[config.mk]
export PLATFORM = sky130hd
export DESIGN_NAME = tcp_timer
export DESIGN_NICKNAME = d
export VERILOG_FILES = /design/src/core/tcp_pkg.sv /design/src/core/tcp_timer.sv
export SDC_FILE = /design/constraint.sdc
export NUM_CORES = 1
export LEC_CHECK = 0
export ABC_AREA = 1
export BUFFER_PORTS_ARGS = -buffer_cell sky130_fd_sc_hd__buf_2
export CAP_MARGIN = 40
export CORE_MARGIN = 5
export CORE_UTILIZATION = 45
export CTS_CLUSTER_SIZE = 8
export DETAILED_ROUTE_END_ITERATION = 12
export PLACE_DENSITY = 0.66
export SLEW_MARGIN = 20
export SYNTH_ARGS = -nofsm -noshare
export SYNTH_HDL_FRONTEND = slang
export SYNTH_SLANG_ARGS = --single-unit
[constraint.sdc]
create_clock -name clk -period 2.97 [get_ports clk]
set_clock_uncertainty 0.1 [all_clocks]
set_input_delay 0.1485 -clock clk [delete_from_list [all_inputs] [get_ports clk]]
set_output_delay 0.1485 -clock clk [all_outputs]
set_load 0.005 [all_outputs]
[src/core/tcp_pkg.sv]
// Package for the timer compare, one-pulse and PWM block
package tcp_pkg;
  localparam logic [3:0]  TCP_OFS_CTRL1    = 4'h0;
  localparam logic [3:0]  TCP_OFS_CTRL2    = 4'h1;
  localparam logic [3:0]  TCP_OFS_STATUS   = 4'h2;
  localparam logic [3:0]  TCP_OFS_CMP1_HI  = 4'h3;
  localparam logic [3:0]  TCP_OFS_CMP1_LO  = 4'h4;
  localparam logic [3:0]  TCP_OFS_CMP2_HI  = 4'h5;
  localparam logic [3:0]  TCP_OFS_CMP2_LO  = 4'h6;
  localparam logic [3:0]  TCP_OFS_CAP1_HI  = 4'h7;
  localparam logic [3:0]  TCP_OFS_CAP1_LO  = 4'h8;
  localparam logic [3:0]  TCP_OFS_CAP2_HI  = 4'h9;
  localparam logic [3:0]  TCP_OFS_CAP2_LO  = 4'ha;
  localparam logic [3:0]  TCP_OFS_CNT_HI   = 4'hb;
  localparam logic [3:0]  TCP_OFS_CNT_LO   = 4'hc;
  // Control-1 bit positions
  localparam int          TCP_C1_CAP_IE    = 7;
  localparam int          TCP_C1_CMP_IE    = 6;
  localparam int          TCP_C1_FORCE2    = 4;
  localparam int          TCP_C1_FORCE1    = 3;
  localparam int          TCP_C1_LEVEL2    = 2;
  localparam int          TCP_C1_EDGE1     = 1;
  localparam int          TCP_C1_LEVEL1    = 0;
  // Control-2 bit positions
  localparam int          TCP_C2_PIN1_EN   = 7;
  localparam int          TCP_C2_PIN2_EN   = 6;
  localparam int          TCP_C2_ONE_PULSE = 5;
  localparam int          TCP_C2_PWM       = 4;
  localparam int          TCP_C2_TICK_HI   = 3;
  localparam int          TCP_C2_TICK_LO   = 2;
  localparam int          TCP_C2_EDGE2     = 1;
  localparam int          TCP_C2_EXT_EDGE  = 0;
  // Status bit positions
  localparam int          TCP_ST_CAP1      = 7;
  localparam int          TCP_ST_CMP1      = 6;
  localparam int          TCP_ST_CAP2      = 4;
  localparam int          TCP_ST_CMP2      = 3;
  // Reset, reload and one-pulse capture values
  localparam logic [15:0] TCP_CMP_RESET    = 16'h8000;
  localparam logic [15:0] TCP_CNT_RELOAD   = 16'hfffc;
  localparam logic [15:0] TCP_CAP_PULSE    = 16'hfffd;
  localparam logic [7:0]  TCP_CTRL_RESET   = 8'h00;
  // Tick dividers
  localparam logic [2:0]  TCP_DIV2_MASK    = 3'h1;
  localparam logic [2:0]  TCP_DIV4_MASK    = 3'h3;
  localparam logic [2:0]  TCP_DIV8_MASK    = 3'h7;

  typedef enum logic [1:0] {TCP_SRC_DIV4, TCP_SRC_DIV2, TCP_SRC_DIV8, TCP_SRC_EXT} tcp_src_e;

  typedef struct packed {
    logic [3:0]  address;
    logic        read;
    logic        write;
    logic [31:0] writedata;
  } tcp_bus_req_s;

  typedef struct packed {
    logic [31:0] readdata;
    logic        waitrequest;
  } tcp_bus_rsp_s;

  typedef struct packed {
    logic out_val;
    logic out_en_n;
  } tcp_pin_s;
endpackage

[src/core/tcp_timer.sv]
// Output compare, one-pulse and PWM timer with Avalon-MM registers
// Notes on behaviour
// - Match sets flag, drives level, requests interrupt
// - Two 16-bit compare values, hardware never changes
// - Reset loads compare values with 8000h
// - Compare pin latch low during reset
// - Flag clears after status read then low access
// - High byte write suspends compare until low
// - Pin disabled: no drive, flag still works
// - Divide-by-two matches equal, others plus one
// - Force copies level bit to pin immediately
// - Force ignored in one-pulse or PWM mode
// - One-pulse select enables one-pulse mode
// - Capture edge reloads counter, starts pulse
// - Compare one match ends the pulse
// - One-pulse never sets first match flag
// - Both selects set means PWM only
// - First capture pin idle in PWM mode only
// - Second compare only sets its flag in one-pulse
// - PWM compare values load at period end
// - PWM pin takes level one, then two
// - PWM second match reloads counter FFFCh
// - PWM never sets match flags
// - PWM period end sets first capture flag
// - Pin enable gates only the pin
//
// The address map and register access over Avalon-MM were chosen for this implementation.
`timescale 1ns/1ps
`default_nettype none
module tcp_timer
  import tcp_pkg::*;
(
  input  wire logic                  clk,
  input  wire logic                  rst_n,
  input  wire tcp_pkg::tcp_bus_req_s bus_req,
  output tcp_pkg::tcp_bus_rsp_s      bus_rsp,
  input  wire logic                  capture_pin_one,
  input  wire logic                  capture_pin_two,
  input  wire logic                  ext_clk_pin,
  input  wire logic                  cpu_irq_mask,
  output tcp_pkg::tcp_pin_s          compare_output_pin_one,
  output tcp_pkg::tcp_pin_s          compare_output_pin_two,
  output logic                       timer_irq
);
  import tcp_pkg::*;

  logic [7:0]  ctrl1_ff;
  logic [7:0]  ctrl2_ff;
  logic [15:0] cmp_ff [2];
  logic [15:0] cmp_act_ff [2];
  logic [1:0]  cmp_hold_ff;
  logic [7:0]  cmp_hi_buf_ff [2];
  logic [15:0] cnt_ff;
  logic [15:0] cap_ff [2];
  logic [1:0]  cap_hold_ff;
  logic [1:0]  match_flag_ff;
  logic [1:0]  cap_flag_ff;
  logic [1:0]  match_seen_ff;
  logic [1:0]  cap_seen_ff;
  logic [1:0]  pin_lat_ff;
  logic [2:0]  pre_ff;
  logic        cap1_pin_ff;
  logic        cap2_pin_ff;
  logic        ext_pin_ff;
  logic [31:0] rdata_ff;
  logic        ack_ff;

  logic        tick;
  logic        pwm_mode;
  logic        opm_mode;
  logic        plus_one;
  logic [1:0]  hit;
  logic        cap1_edge;
  logic        cap2_edge;
  logic        rd_acc;
  logic        wr_acc;
  logic [7:0]  wbyte;
  logic [15:0] nxt_cnt;

  function automatic logic edge_hit(input logic prev, input logic now, input logic rising);
    edge_hit = rising ? (!prev && now) : (prev && !now);
  endfunction

  function automatic logic lo_access(input logic [3:0] a, input logic [3:0] ofs, input logic acc);
    lo_access = acc && (a == ofs);
  endfunction

  assign pwm_mode = ctrl2_ff[TCP_C2_PWM];
  assign opm_mode = ctrl2_ff[TCP_C2_ONE_PULSE] && !pwm_mode;
  assign wbyte    = bus_req.writedata[7:0];
  assign rd_acc   = bus_req.read && !ack_ff;
  assign wr_acc   = bus_req.write && !ack_ff;

  // Tick from prescaler or external edge
  always_ff @(posedge clk) begin
    if (!rst_n) begin
      pre_ff <= 3'h0;
    end else begin
      pre_ff <= pre_ff + 3'h1;
    end
  end

  // Pin history follows the pins in reset too, so no false edge after release
  always_ff @(posedge clk) begin
    ext_pin_ff  <= ext_clk_pin;
    cap1_pin_ff <= capture_pin_one;
    cap2_pin_ff <= capture_pin_two;
  end

  always_comb begin
    unique case (tcp_src_e'(ctrl2_ff[TCP_C2_TICK_HI:TCP_C2_TICK_LO]))
      TCP_SRC_DIV2: tick = (pre_ff & TCP_DIV2_MASK) == TCP_DIV2_MASK;
      TCP_SRC_DIV4: tick = (pre_ff & TCP_DIV4_MASK) == TCP_DIV4_MASK;
      TCP_SRC_DIV8: tick = (pre_ff & TCP_DIV8_MASK) == TCP_DIV8_MASK;
      TCP_SRC_EXT:  tick = edge_hit(ext_pin_ff, ext_clk_pin, ctrl2_ff[TCP_C2_EXT_EDGE]);
    endcase
  end

  // Divide-by-two compares the count itself, other sources the count minus one
  assign plus_one  = tcp_src_e'(ctrl2_ff[TCP_C2_TICK_HI:TCP_C2_TICK_LO]) != TCP_SRC_DIV2;
  assign cap1_edge = edge_hit(cap1_pin_ff, capture_pin_one, ctrl1_ff[TCP_C1_EDGE1]);
  assign cap2_edge = edge_hit(cap2_pin_ff, capture_pin_two, ctrl2_ff[TCP_C2_EDGE2]);

  always_comb begin
    for (int i = 0; i < 2; i++) begin
      hit[i] = tick && !cmp_hold_ff[i] &&
               (cnt_ff == cmp_act_ff[i] + (plus_one ? 16'h0001 : 16'h0000));
    end
  end

  // Free-running counter with reloads
  always_comb begin
    nxt_cnt = cnt_ff;
    if (tick) begin
      nxt_cnt = cnt_ff + 16'h0001;
    end
    if (pwm_mode && hit[1]) begin
      nxt_cnt = TCP_CNT_RELOAD;
    end
    if (opm_mode && cap1_edge) begin
      nxt_cnt = TCP_CNT_RELOAD;
    end
    if (wr_acc && bus_req.address == TCP_OFS_CNT_LO) begin
      nxt_cnt = TCP_CNT_RELOAD;
    end
  end

  always_ff @(posedge clk) begin
    if (!rst_n) begin
      cnt_ff <= TCP_CNT_RELOAD;
    end else begin
      cnt_ff <= nxt_cnt;
    end
  end

  // Control registers
  always_ff @(posedge clk) begin
    if (!rst_n) begin
      ctrl1_ff <= TCP_CTRL_RESET;
      ctrl2_ff <= TCP_CTRL_RESET;
    end else if (wr_acc) begin
      if (bus_req.address == TCP_OFS_CTRL1) begin
        ctrl1_ff <= wbyte;
      end
      if (bus_req.address == TCP_OFS_CTRL2) begin
        ctrl2_ff <= wbyte;
      end
    end
  end

  // Compare values, high byte held until the low byte completes the pair
  always_ff @(posedge clk) begin
    if (!rst_n) begin
      for (int i = 0; i < 2; i++) begin
        cmp_ff[i]        <= TCP_CMP_RESET;
        cmp_act_ff[i]    <= TCP_CMP_RESET;
        cmp_hi_buf_ff[i] <= TCP_CMP_RESET[15:8];
      end
      cmp_hold_ff <= 2'b00;
    end else begin
      for (int i = 0; i < 2; i++) begin
        if (wr_acc && bus_req.address == (i == 0 ? TCP_OFS_CMP1_HI : TCP_OFS_CMP2_HI)) begin
          cmp_hi_buf_ff[i] <= wbyte;
          cmp_hold_ff[i]   <= 1'b1;
        end
        if (wr_acc && bus_req.address == (i == 0 ? TCP_OFS_CMP1_LO : TCP_OFS_CMP2_LO)) begin
          cmp_ff[i]      <= {cmp_hold_ff[i] ? cmp_hi_buf_ff[i] : cmp_ff[i][15:8], wbyte};
          cmp_hold_ff[i] <= 1'b0;
        end
      end
      if (pwm_mode) begin
        if (hit[1]) begin
          cmp_act_ff[0] <= cmp_ff[0];
          cmp_act_ff[1] <= cmp_ff[1];
        end
      end else begin
        cmp_act_ff[0] <= cmp_ff[0];
        cmp_act_ff[1] <= cmp_ff[1];
      end
    end
  end

  // Match flags with two-step clear; a new match wins over the clear
  always_ff @(posedge clk) begin
    if (!rst_n) begin
      match_flag_ff <= 2'b00;
      match_seen_ff <= 2'b00;
    end else begin
      for (int i = 0; i < 2; i++) begin
        if (rd_acc && bus_req.address == TCP_OFS_STATUS) begin
          match_seen_ff[i] <= match_flag_ff[i];
        end
        if (lo_access(bus_req.address, i == 0 ? TCP_OFS_CMP1_LO : TCP_OFS_CMP2_LO,
                      rd_acc || wr_acc) && match_seen_ff[i]) begin
          match_flag_ff[i] <= 1'b0;
          match_seen_ff[i] <= 1'b0;
        end
        if (hit[i] && !pwm_mode && !(opm_mode && i == 0)) begin
          match_flag_ff[i] <= 1'b1;
        end
      end
    end
  end

  // Capture flags and values
  always_ff @(posedge clk) begin
    if (!rst_n) begin
      cap_flag_ff <= 2'b00;
      cap_seen_ff <= 2'b00;
      cap_hold_ff <= 2'b00;
      cap_ff[0]   <= 16'h0000;
      cap_ff[1]   <= 16'h0000;
    end else begin
      for (int i = 0; i < 2; i++) begin
        if (rd_acc && bus_req.address == TCP_OFS_STATUS) begin
          cap_seen_ff[i] <= cap_flag_ff[i];
        end
        if (rd_acc && bus_req.address == (i == 0 ? TCP_OFS_CAP1_HI : TCP_OFS_CAP2_HI)) begin
          cap_hold_ff[i] <= 1'b1;
        end
        if (lo_access(bus_req.address, i == 0 ? TCP_OFS_CAP1_LO : TCP_OFS_CAP2_LO,
                      rd_acc || wr_acc)) begin
          cap_hold_ff[i] <= 1'b0;
          if (cap_seen_ff[i]) begin
            cap_flag_ff[i] <= 1'b0;
            cap_seen_ff[i] <= 1'b0;
          end
        end
      end
      if (cap2_edge && !cap_hold_ff[1]) begin
        cap_ff[1]      <= cnt_ff;
        cap_flag_ff[1] <= 1'b1;
      end
      if (pwm_mode) begin
        if (hit[1]) begin
          cap_flag_ff[0] <= 1'b1;
        end
      end else if (opm_mode) begin
        if (cap1_edge) begin
          cap_ff[0]      <= TCP_CAP_PULSE;
          cap_flag_ff[0] <= 1'b1;
        end
      end else if (cap1_edge && !cap_hold_ff[0]) begin
        cap_ff[0]      <= cnt_ff;
        cap_flag_ff[0] <= 1'b1;
      end
    end
  end

  // Pin latches, low while reset is held
  always_ff @(posedge clk) begin
    if (!rst_n) begin
      pin_lat_ff <= 2'b00;
    end else if (pwm_mode) begin
      if (hit[1]) begin
        pin_lat_ff[0] <= ctrl1_ff[TCP_C1_LEVEL2];
      end else if (hit[0]) begin
        pin_lat_ff[0] <= ctrl1_ff[TCP_C1_LEVEL1];
      end
    end else if (opm_mode) begin
      if (cap1_edge) begin
        pin_lat_ff[0] <= ctrl1_ff[TCP_C1_LEVEL2];
      end else if (hit[0]) begin
        pin_lat_ff[0] <= ctrl1_ff[TCP_C1_LEVEL1];
      end
    end else begin
      if (ctrl1_ff[TCP_C1_FORCE1] || hit[0]) begin
        pin_lat_ff[0] <= ctrl1_ff[TCP_C1_LEVEL1];
      end
      if (ctrl1_ff[TCP_C1_FORCE2] || hit[1]) begin
        pin_lat_ff[1] <= ctrl1_ff[TCP_C1_LEVEL2];
      end
    end
  end

  // Pin enables gate only the pin drive
  assign compare_output_pin_one.out_val  = pin_lat_ff[0];
  assign compare_output_pin_one.out_en_n = !ctrl2_ff[TCP_C2_PIN1_EN];
  assign compare_output_pin_two.out_val  = pin_lat_ff[1];
  assign compare_output_pin_two.out_en_n = !ctrl2_ff[TCP_C2_PIN2_EN] || opm_mode || pwm_mode;

  assign timer_irq = !cpu_irq_mask &&
                     ((ctrl1_ff[TCP_C1_CMP_IE] && |match_flag_ff) ||
                      (ctrl1_ff[TCP_C1_CAP_IE] && |cap_flag_ff));

  // Avalon slave, one wait state per access
  always_ff @(posedge clk) begin
    if (!rst_n) begin
      ack_ff   <= 1'b0;
      rdata_ff <= 32'h0000_0000;
    end else begin
      ack_ff <= (bus_req.read || bus_req.write) && !ack_ff;
      if (rd_acc) begin
        unique case (bus_req.address)
          TCP_OFS_CTRL1:   rdata_ff <= {24'h000000, ctrl1_ff};
          TCP_OFS_CTRL2:   rdata_ff <= {24'h000000, ctrl2_ff};
          TCP_OFS_STATUS:  rdata_ff <= {24'h000000, cap_flag_ff[0], match_flag_ff[0], 1'b0,
                                        cap_flag_ff[1], match_flag_ff[1], 3'h0};
          TCP_OFS_CMP1_HI: rdata_ff <= {24'h000000, cmp_ff[0][15:8]};
          TCP_OFS_CMP1_LO: rdata_ff <= {24'h000000, cmp_ff[0][7:0]};
          TCP_OFS_CMP2_HI: rdata_ff <= {24'h000000, cmp_ff[1][15:8]};
          TCP_OFS_CMP2_LO: rdata_ff <= {24'h000000, cmp_ff[1][7:0]};
          TCP_OFS_CAP1_HI: rdata_ff <= {24'h000000, cap_ff[0][15:8]};
          TCP_OFS_CAP1_LO: rdata_ff <= {24'h000000, cap_ff[0][7:0]};
          TCP_OFS_CAP2_HI: rdata_ff <= {24'h000000, cap_ff[1][15:8]};
          TCP_OFS_CAP2_LO: rdata_ff <= {24'h000000, cap_ff[1][7:0]};
          TCP_OFS_CNT_HI:  rdata_ff <= {24'h000000, cnt_ff[15:8]};
          TCP_OFS_CNT_LO:  rdata_ff <= {24'h000000, cnt_ff[7:0]};
          default:         rdata_ff <= 32'h0000_0000;
        endcase
      end
    end
  end

  assign bus_rsp.waitrequest = (bus_req.read || bus_req.write) && !ack_ff;
  assign bus_rsp.readdata    = rdata_ff;
endmodule
`default_nettype wire

# Word level (Yosys, flattened, before mapping)
# Memories as Yosys holds them, arrays and structs flattened.
# Cells that the tools add are included.
# classes
n_addsub,4
eq_ne,20
mux,78
bitwise,14
reduce_logical,81
# op_table
op,n
2-to-1 mux 16 bit,9
case mux 8 bit (13 select lines),1
2-to-1 mux 1 bit,63
logical AND 1 bit,38
== test 16 bit,2
2-to-1 mux 8 bit,4
== test 4 bit (second input constant),5
adder 16 x 1 -> 16 bit,1
adder 16 x 1 -> 16 bit (second input constant),1
adder 16 bit,1
== test 4 x 3 -> 1 bit (second input constant),4
logical NOT 1 bit,16
OR reduction 2 bit,8
OR 1 bit,11
== test 4 x 2 -> 1 bit (second input constant),2
nonzero test 2 bit,4
logical OR 1 bit,7
== test 2 bit (second input constant),3
AND reduction 2 bit,3
== test 4 x 1 -> 1 bit (second input constant),1
logical NOT 4 bit,1
case mux 1 bit (4 select lines),1
OR reduction 4 bit,1
adder 3 x 1 -> 3 bit (second input constant),1
other kinds (7),9
# totals
ff_bits,85
mem_bits_rw,112
input_bits,44
out_inout_bits,38
n_memories,4
# mem_list
name,words,width,read_ports,rd_ports_with_merged_regs,wr,line_no,text
cap_ff,2,16,2,0,2,tcp_timer.sv:54,logic [15:0] cap_ff [2];
cmp_act_ff,2,16,2,0,2,tcp_timer.sv:50,logic [15:0] cmp_act_ff [2];
cmp_ff,2,16,2,0,2,tcp_timer.sv:49,logic [15:0] cmp_ff [2];
cmp_hi_buf_ff,2,8,2,0,2,tcp_timer.sv:52,logic [7:0] cmp_hi_buf_ff [2];

# Longest topological paths before layout
# logic_depth
ltp_word,12
depth_mapped,21

# Worst setup path after synthesis
# No wires, ideal clock.
# synth_path
path_kind,register to register
from,register ctrl2_ff[3]
to,"memory cmp_act_ff[0][0], enable pin"
setup_ns,0.561
t_arrival_ns,2.387
required_time_ns,2.309
slack_ns,-0.078
stages_incl_launch_ff,16
path_buffers,0
synth_period_minus_slack_ns,3.048
cell_sequence,dfxtp_1 > inv_1 > nand2_1 > ha_1 > ha_1 > nand2_2 > nor2_1 > nand2_1 > nor2_2 > nand3_1 > nand2_1 > inv_1 > nand3_1 > nor2_1 > nand3_2 > nand3_1
# synth_lines
item,line_no,text
from (decl),tcp_timer.sv:48,logic [7:0] ctrl2_ff;
from (signal assigned),tcp_timer.sv:166,ctrl2_ff <= wbyte;
to (decl),tcp_timer.sv:50,

==> impl_metrics.csv <==
group,metric,value,unit
global_route,antenna_found_initial,0,
power_and_ir_drop,seq_power_share,52.4,%
global_route,grt_first_pass_wirelength,39500,um
floorplan,die_h,152,um
cts,cts_inserted_buffers,17,
final_layout,diodes,0,
placed_design,portBuffers,33,
worst_setup_path,r2r_cells,15,
placed_design,post-place-ws,0.206,ns
worst_setup_path,worst_path_max_delay_cell,"dfxtp_1",
detailed_routing,dr_total_vias,7651,
cts,ctsLongestPathBuffers,2,
global_route,grt.overflow.total,0,
synth,synthFlopType,"edfxtp_1",
floorplan,rows,52,
detailed_routing,drt-initial-drc-count,850,
sta,slew_viol_final,0,
floorplan,io_pins,82,
min_path,hp-class,"input pin to register",
synth,async_flop_share,0,%
worst_setup_path,slowest_delay,0.37,ns
detailed_routing,ant_nets,0,
synth,yosysUniqueCellTypes,43,
worst_setup_path,critPathLaunch,"ctrl2_ff[3]$_SDFFE_PN0P_",
global_route,first_global_vias,7155,
placed_design,place_inst,1396,
floorplan,initial_utilization,45.3,%
cts,cts_tree,"built",
sta,finalCritPeriodShare,96.0,%
final_layout,post-route-util,51.0,%
worst_setup_path,cp.arrival,3.01,ns
global_route,grt_max_degree,35,
sta,slew_headroom,48.0,%
cts,cts_setup_buffers,0,
cts,clock-root-buffer,"clkbuf_16",
power_and_ir_drop,p_switching,1.33,mW
sta,max_clock_freq,0.351,GHz
detailed_routing,drt-total-wl,25500,um
synth,ys_seq_area_share,50.4,%
final_layout,multiInputGateArea,0.00368,sq mm
floorplan,die-area,0.0232,sq mm
sta,tns,0,ns
detailed_routing,drtPass1Iterations,5,
power_and_ir_drop,max-vdd-ir-drop,0.000415,V
power_and_ir_drop,clockPowerShare,40.1,%
placed_design,dpl-instance-area,0.00960,sq mm
power_and_ir_drop,swShare,25.5,%
worst_setup_path,path_cells,"inv_1 > nand2_1 > ha_1 > ha_1 > nand3_1 > nor2_4 > nand2_1 > nand3_1 > nand2_1 > nor3_2 > nand3_2 > nand2_4 > nand2_4 > buf_12 > nor2_1",
sta,hold_slack,0.131,ns
synth,synth_area_per_cell,8.33,sq um
final_layout,fin_cells,1439,
final_layout,layout.nets,1209,
worst_setup_path,reg2reg_from,"ctrl2_ff[3]$_SDFFE_PN0P_",
worst_setup_path,cp_max_fo,30,
cts,clk_latency,0.44,ns
final_layout,final_layout_size_suffix_gt1_share,12.9,%
power_and_ir_drop,totalPowerFinal,5.20,mW
worst_setup_path,path_class,"register to register",
worst_setup_path,reg2reg_slack,0.12,ns
sta,hold_viol,0,
power_and_ir_drop,powerDensity,507,mW/mm^2
synth,yosysWarnings,0,
sta,setup_viol,0,
floorplan,die_w,152,um
detailed_routing,wl_per_cell,17.7,um
sta,worst_pin_slew,0.777,ns
power_and_ir_drop,share_comb_of_total_power,7.5,%
power_and_ir_drop,static-leakage-power,4.37,nW
worst_setup_path,reg2reg_to,"cmp_act_ff[0][25]$_DFFE_PP_",
cts,clkSlewWorstSetupHoldPaths,0.07,ns
final_layout,regArea,0.00458,sq mm
worst_setup_path,critPathMostFrequentCell,"nand2_1",
final_layout,final_area,0.0103,sq mm
global_route,grt_usage,21.8,%
cts,clock_sinks,173,
job,cap_violations,0,
power_and_ir_drop,p_int,3.87,mW
cts,h-tree-depth,4,
worst_setup_path,crit_path_end,"cmp_act_ff[0][25]$_DFFE_PP_",
sta,layout_setup_ws,0.120,ns
detailed_routing,drc,0,
synth,synth_area,0.00910,sq mm
final_layout,fillers,1898,
sta,rsz0062_at_grt,"yes",
worst_setup_path,cp.required,3.13,ns
final_layout,syn_to_final_growth,12.7,%
synth,synth-edff-count,112,
floorplan,coreArea,0.0201,sq mm
detailed_routing,viasPerCell,5.32,
placed_design,place_congestion,0.934,
synth,netlist_instances,1093,
synth,synth-seq-cells,173,
placed_design,dp_hpwl,19300,um
worst_setup_path,startpoint_type,"register",
sta,finalCriticalPeriod,2.85,ns
worst_setup_path,endpoint_kind,"register",
status,status,"finished, final reports clean",
synth_stat cells (4+ instances only):
master	number	area (sq um)
xnor2_1	5	43.8
ha_1	9	113
clkinv_1	6	22.5
inv_1	158	593
nand2_1	211	792
nand3_2	12	120
or2_1	4	25.0
dfxtp_1	61	1220
buf_2	5	25.0
nor2_1	147	552
a21oi_1	43	215
edfxtp_1	112	3360
o22ai_1	23	144
nand3_1	68	340
nor2_2	24	150
a221oi_1	23	201
xor2_1	16	140
nand4_1	19	119
nand2_2	7	43.8
nor3_1	13	65.1
buf_6	4	45.0
nor4_1	5	31.3
clkbuf_1	13	48.8
o21ai_0	47	235
buf_4	25	188
or2_2	6	37.5
layout make-up:
| type | instances | area share, % |
|---|---|---|
| clock inverter | 15 | 1.07 |
| sequential | 173 | 44.7 |
| timing repair buffer | 69 | 4.76 |
| multi-input combinational | 728 | 35.9 |
| clock buffer | 17 | 4.15 |
| tap | 270 | 3.29 |
| inverter | 167 | 6.11 |
what timing repair did:
item / CTS / global route
hold buffers: 11 / 0
endpoints found under the setup margin: 0 / 9
gates resized for setup: 0 / 4
hold endpoints to repair: 21 / 0
cell usage in the layout, fill, tap and decap left out, types with 13 or more instances in the layout:
cell | netlist | routed
buf_2 | 5 | 33
dfxtp_1 | 61 | 61
nand3_2 | 12 | 13
nand2_1 | 211 | 211
nor2_2 | 24 | 24
nand4_1 | 19 | 19
a21oi_1 | 43 | 43
buf_4 | 25 | 23
xor2_1 | 16 | 16
nor2_1 | 147 | 146
conb_1 | 1 | 24
nand3_1 | 68 | 67
edfxtp_1 | 112 | 112
nor3_1 | 13 | 13
a221oi_1 | 23 | 23
o22ai_1 | 23 | 23
inv_1 | 158 | 157
o21ai_0 | 47 | 46
clkbuf_16 | 0 | 17
cells by family after synthesis:
family	share of synthesized area, %
AOI/OAI and AO/OA	9.66
xor gates and xnor gates	2.27
adders and majority gates	1.24
buffers and inverters	10.3
DFF	50.4
muxes	0.110
other	0.0412
and+or+nand+nor	26.0
routing by layer:
layer  up-vias  track usage (%)  wire length (um)
li1       3694                -                 -
met1      3588             29.5             10900
met2       314             35.6             12000
met3        55             3.15              1820
met4         0             7.96               782
met5         -                0                 0
power by group through the flow:
stage / Sequential [mW] / Clock [mW] / Combinational (mW)
after floorplan: 2.76 / 0 / 0.275
after global placement: 2.77 / 0 / 0.365
after detailed placement: 2.78 / 0 / 0.371
after CTS: 2.72 / 2.09 / 0.384
after global routing: 2.73 / 2.19 / 0.432
final: 2.72 / 2.09 / 0.388
critical path, delay by kind of cell, from the launching register on:
family / cells / cell delay, ns
and+or+nand+nor: 11 / 1.55
adders and majority gates: 2 / 0.39
DFF: 1 / 0.37
buffers and inverters: 2 / 0.25
flip-flops by register name (all words and copies together) (netlist names), 2 cells and up:
name           cells
rdata_ff           8
cap_seen_ff        2
pin_lat_ff         2
cap_hold_ff        2
match_flag_ff      2
pre_ff             3
cmp_hold_ff        2
cap_flag_ff        2
match_seen_ff      2
cmp_ff            32
cmp_hi_buf_ff     16
ctrl1_ff           8
ctrl2_ff           8
cap_ff            32
cnt_ff            16
cmp_act_ff        32
worst min path at each step:
stage	startpoint	cells past startpoint	end
after floorplan	capture_pin_one	0	cap1_pin_ff$_DFF_P_
after global placement	capture_pin_one	1	cap1_pin_ff$_DFF_P_
after detailed placement	capture_pin_one	1	cap1_pin_ff$_DFF_P_
after CTS	rst_n	4	pre_ff[2]$_SDFF_PN0_
after global routing	rst_n	4	pre_ff[1]$_SDFF_PN0_
final	bus_req[33]	4	rdata_ff[0]$_SDFFE_PN0P_
Power figures use the tool's default switching activity.
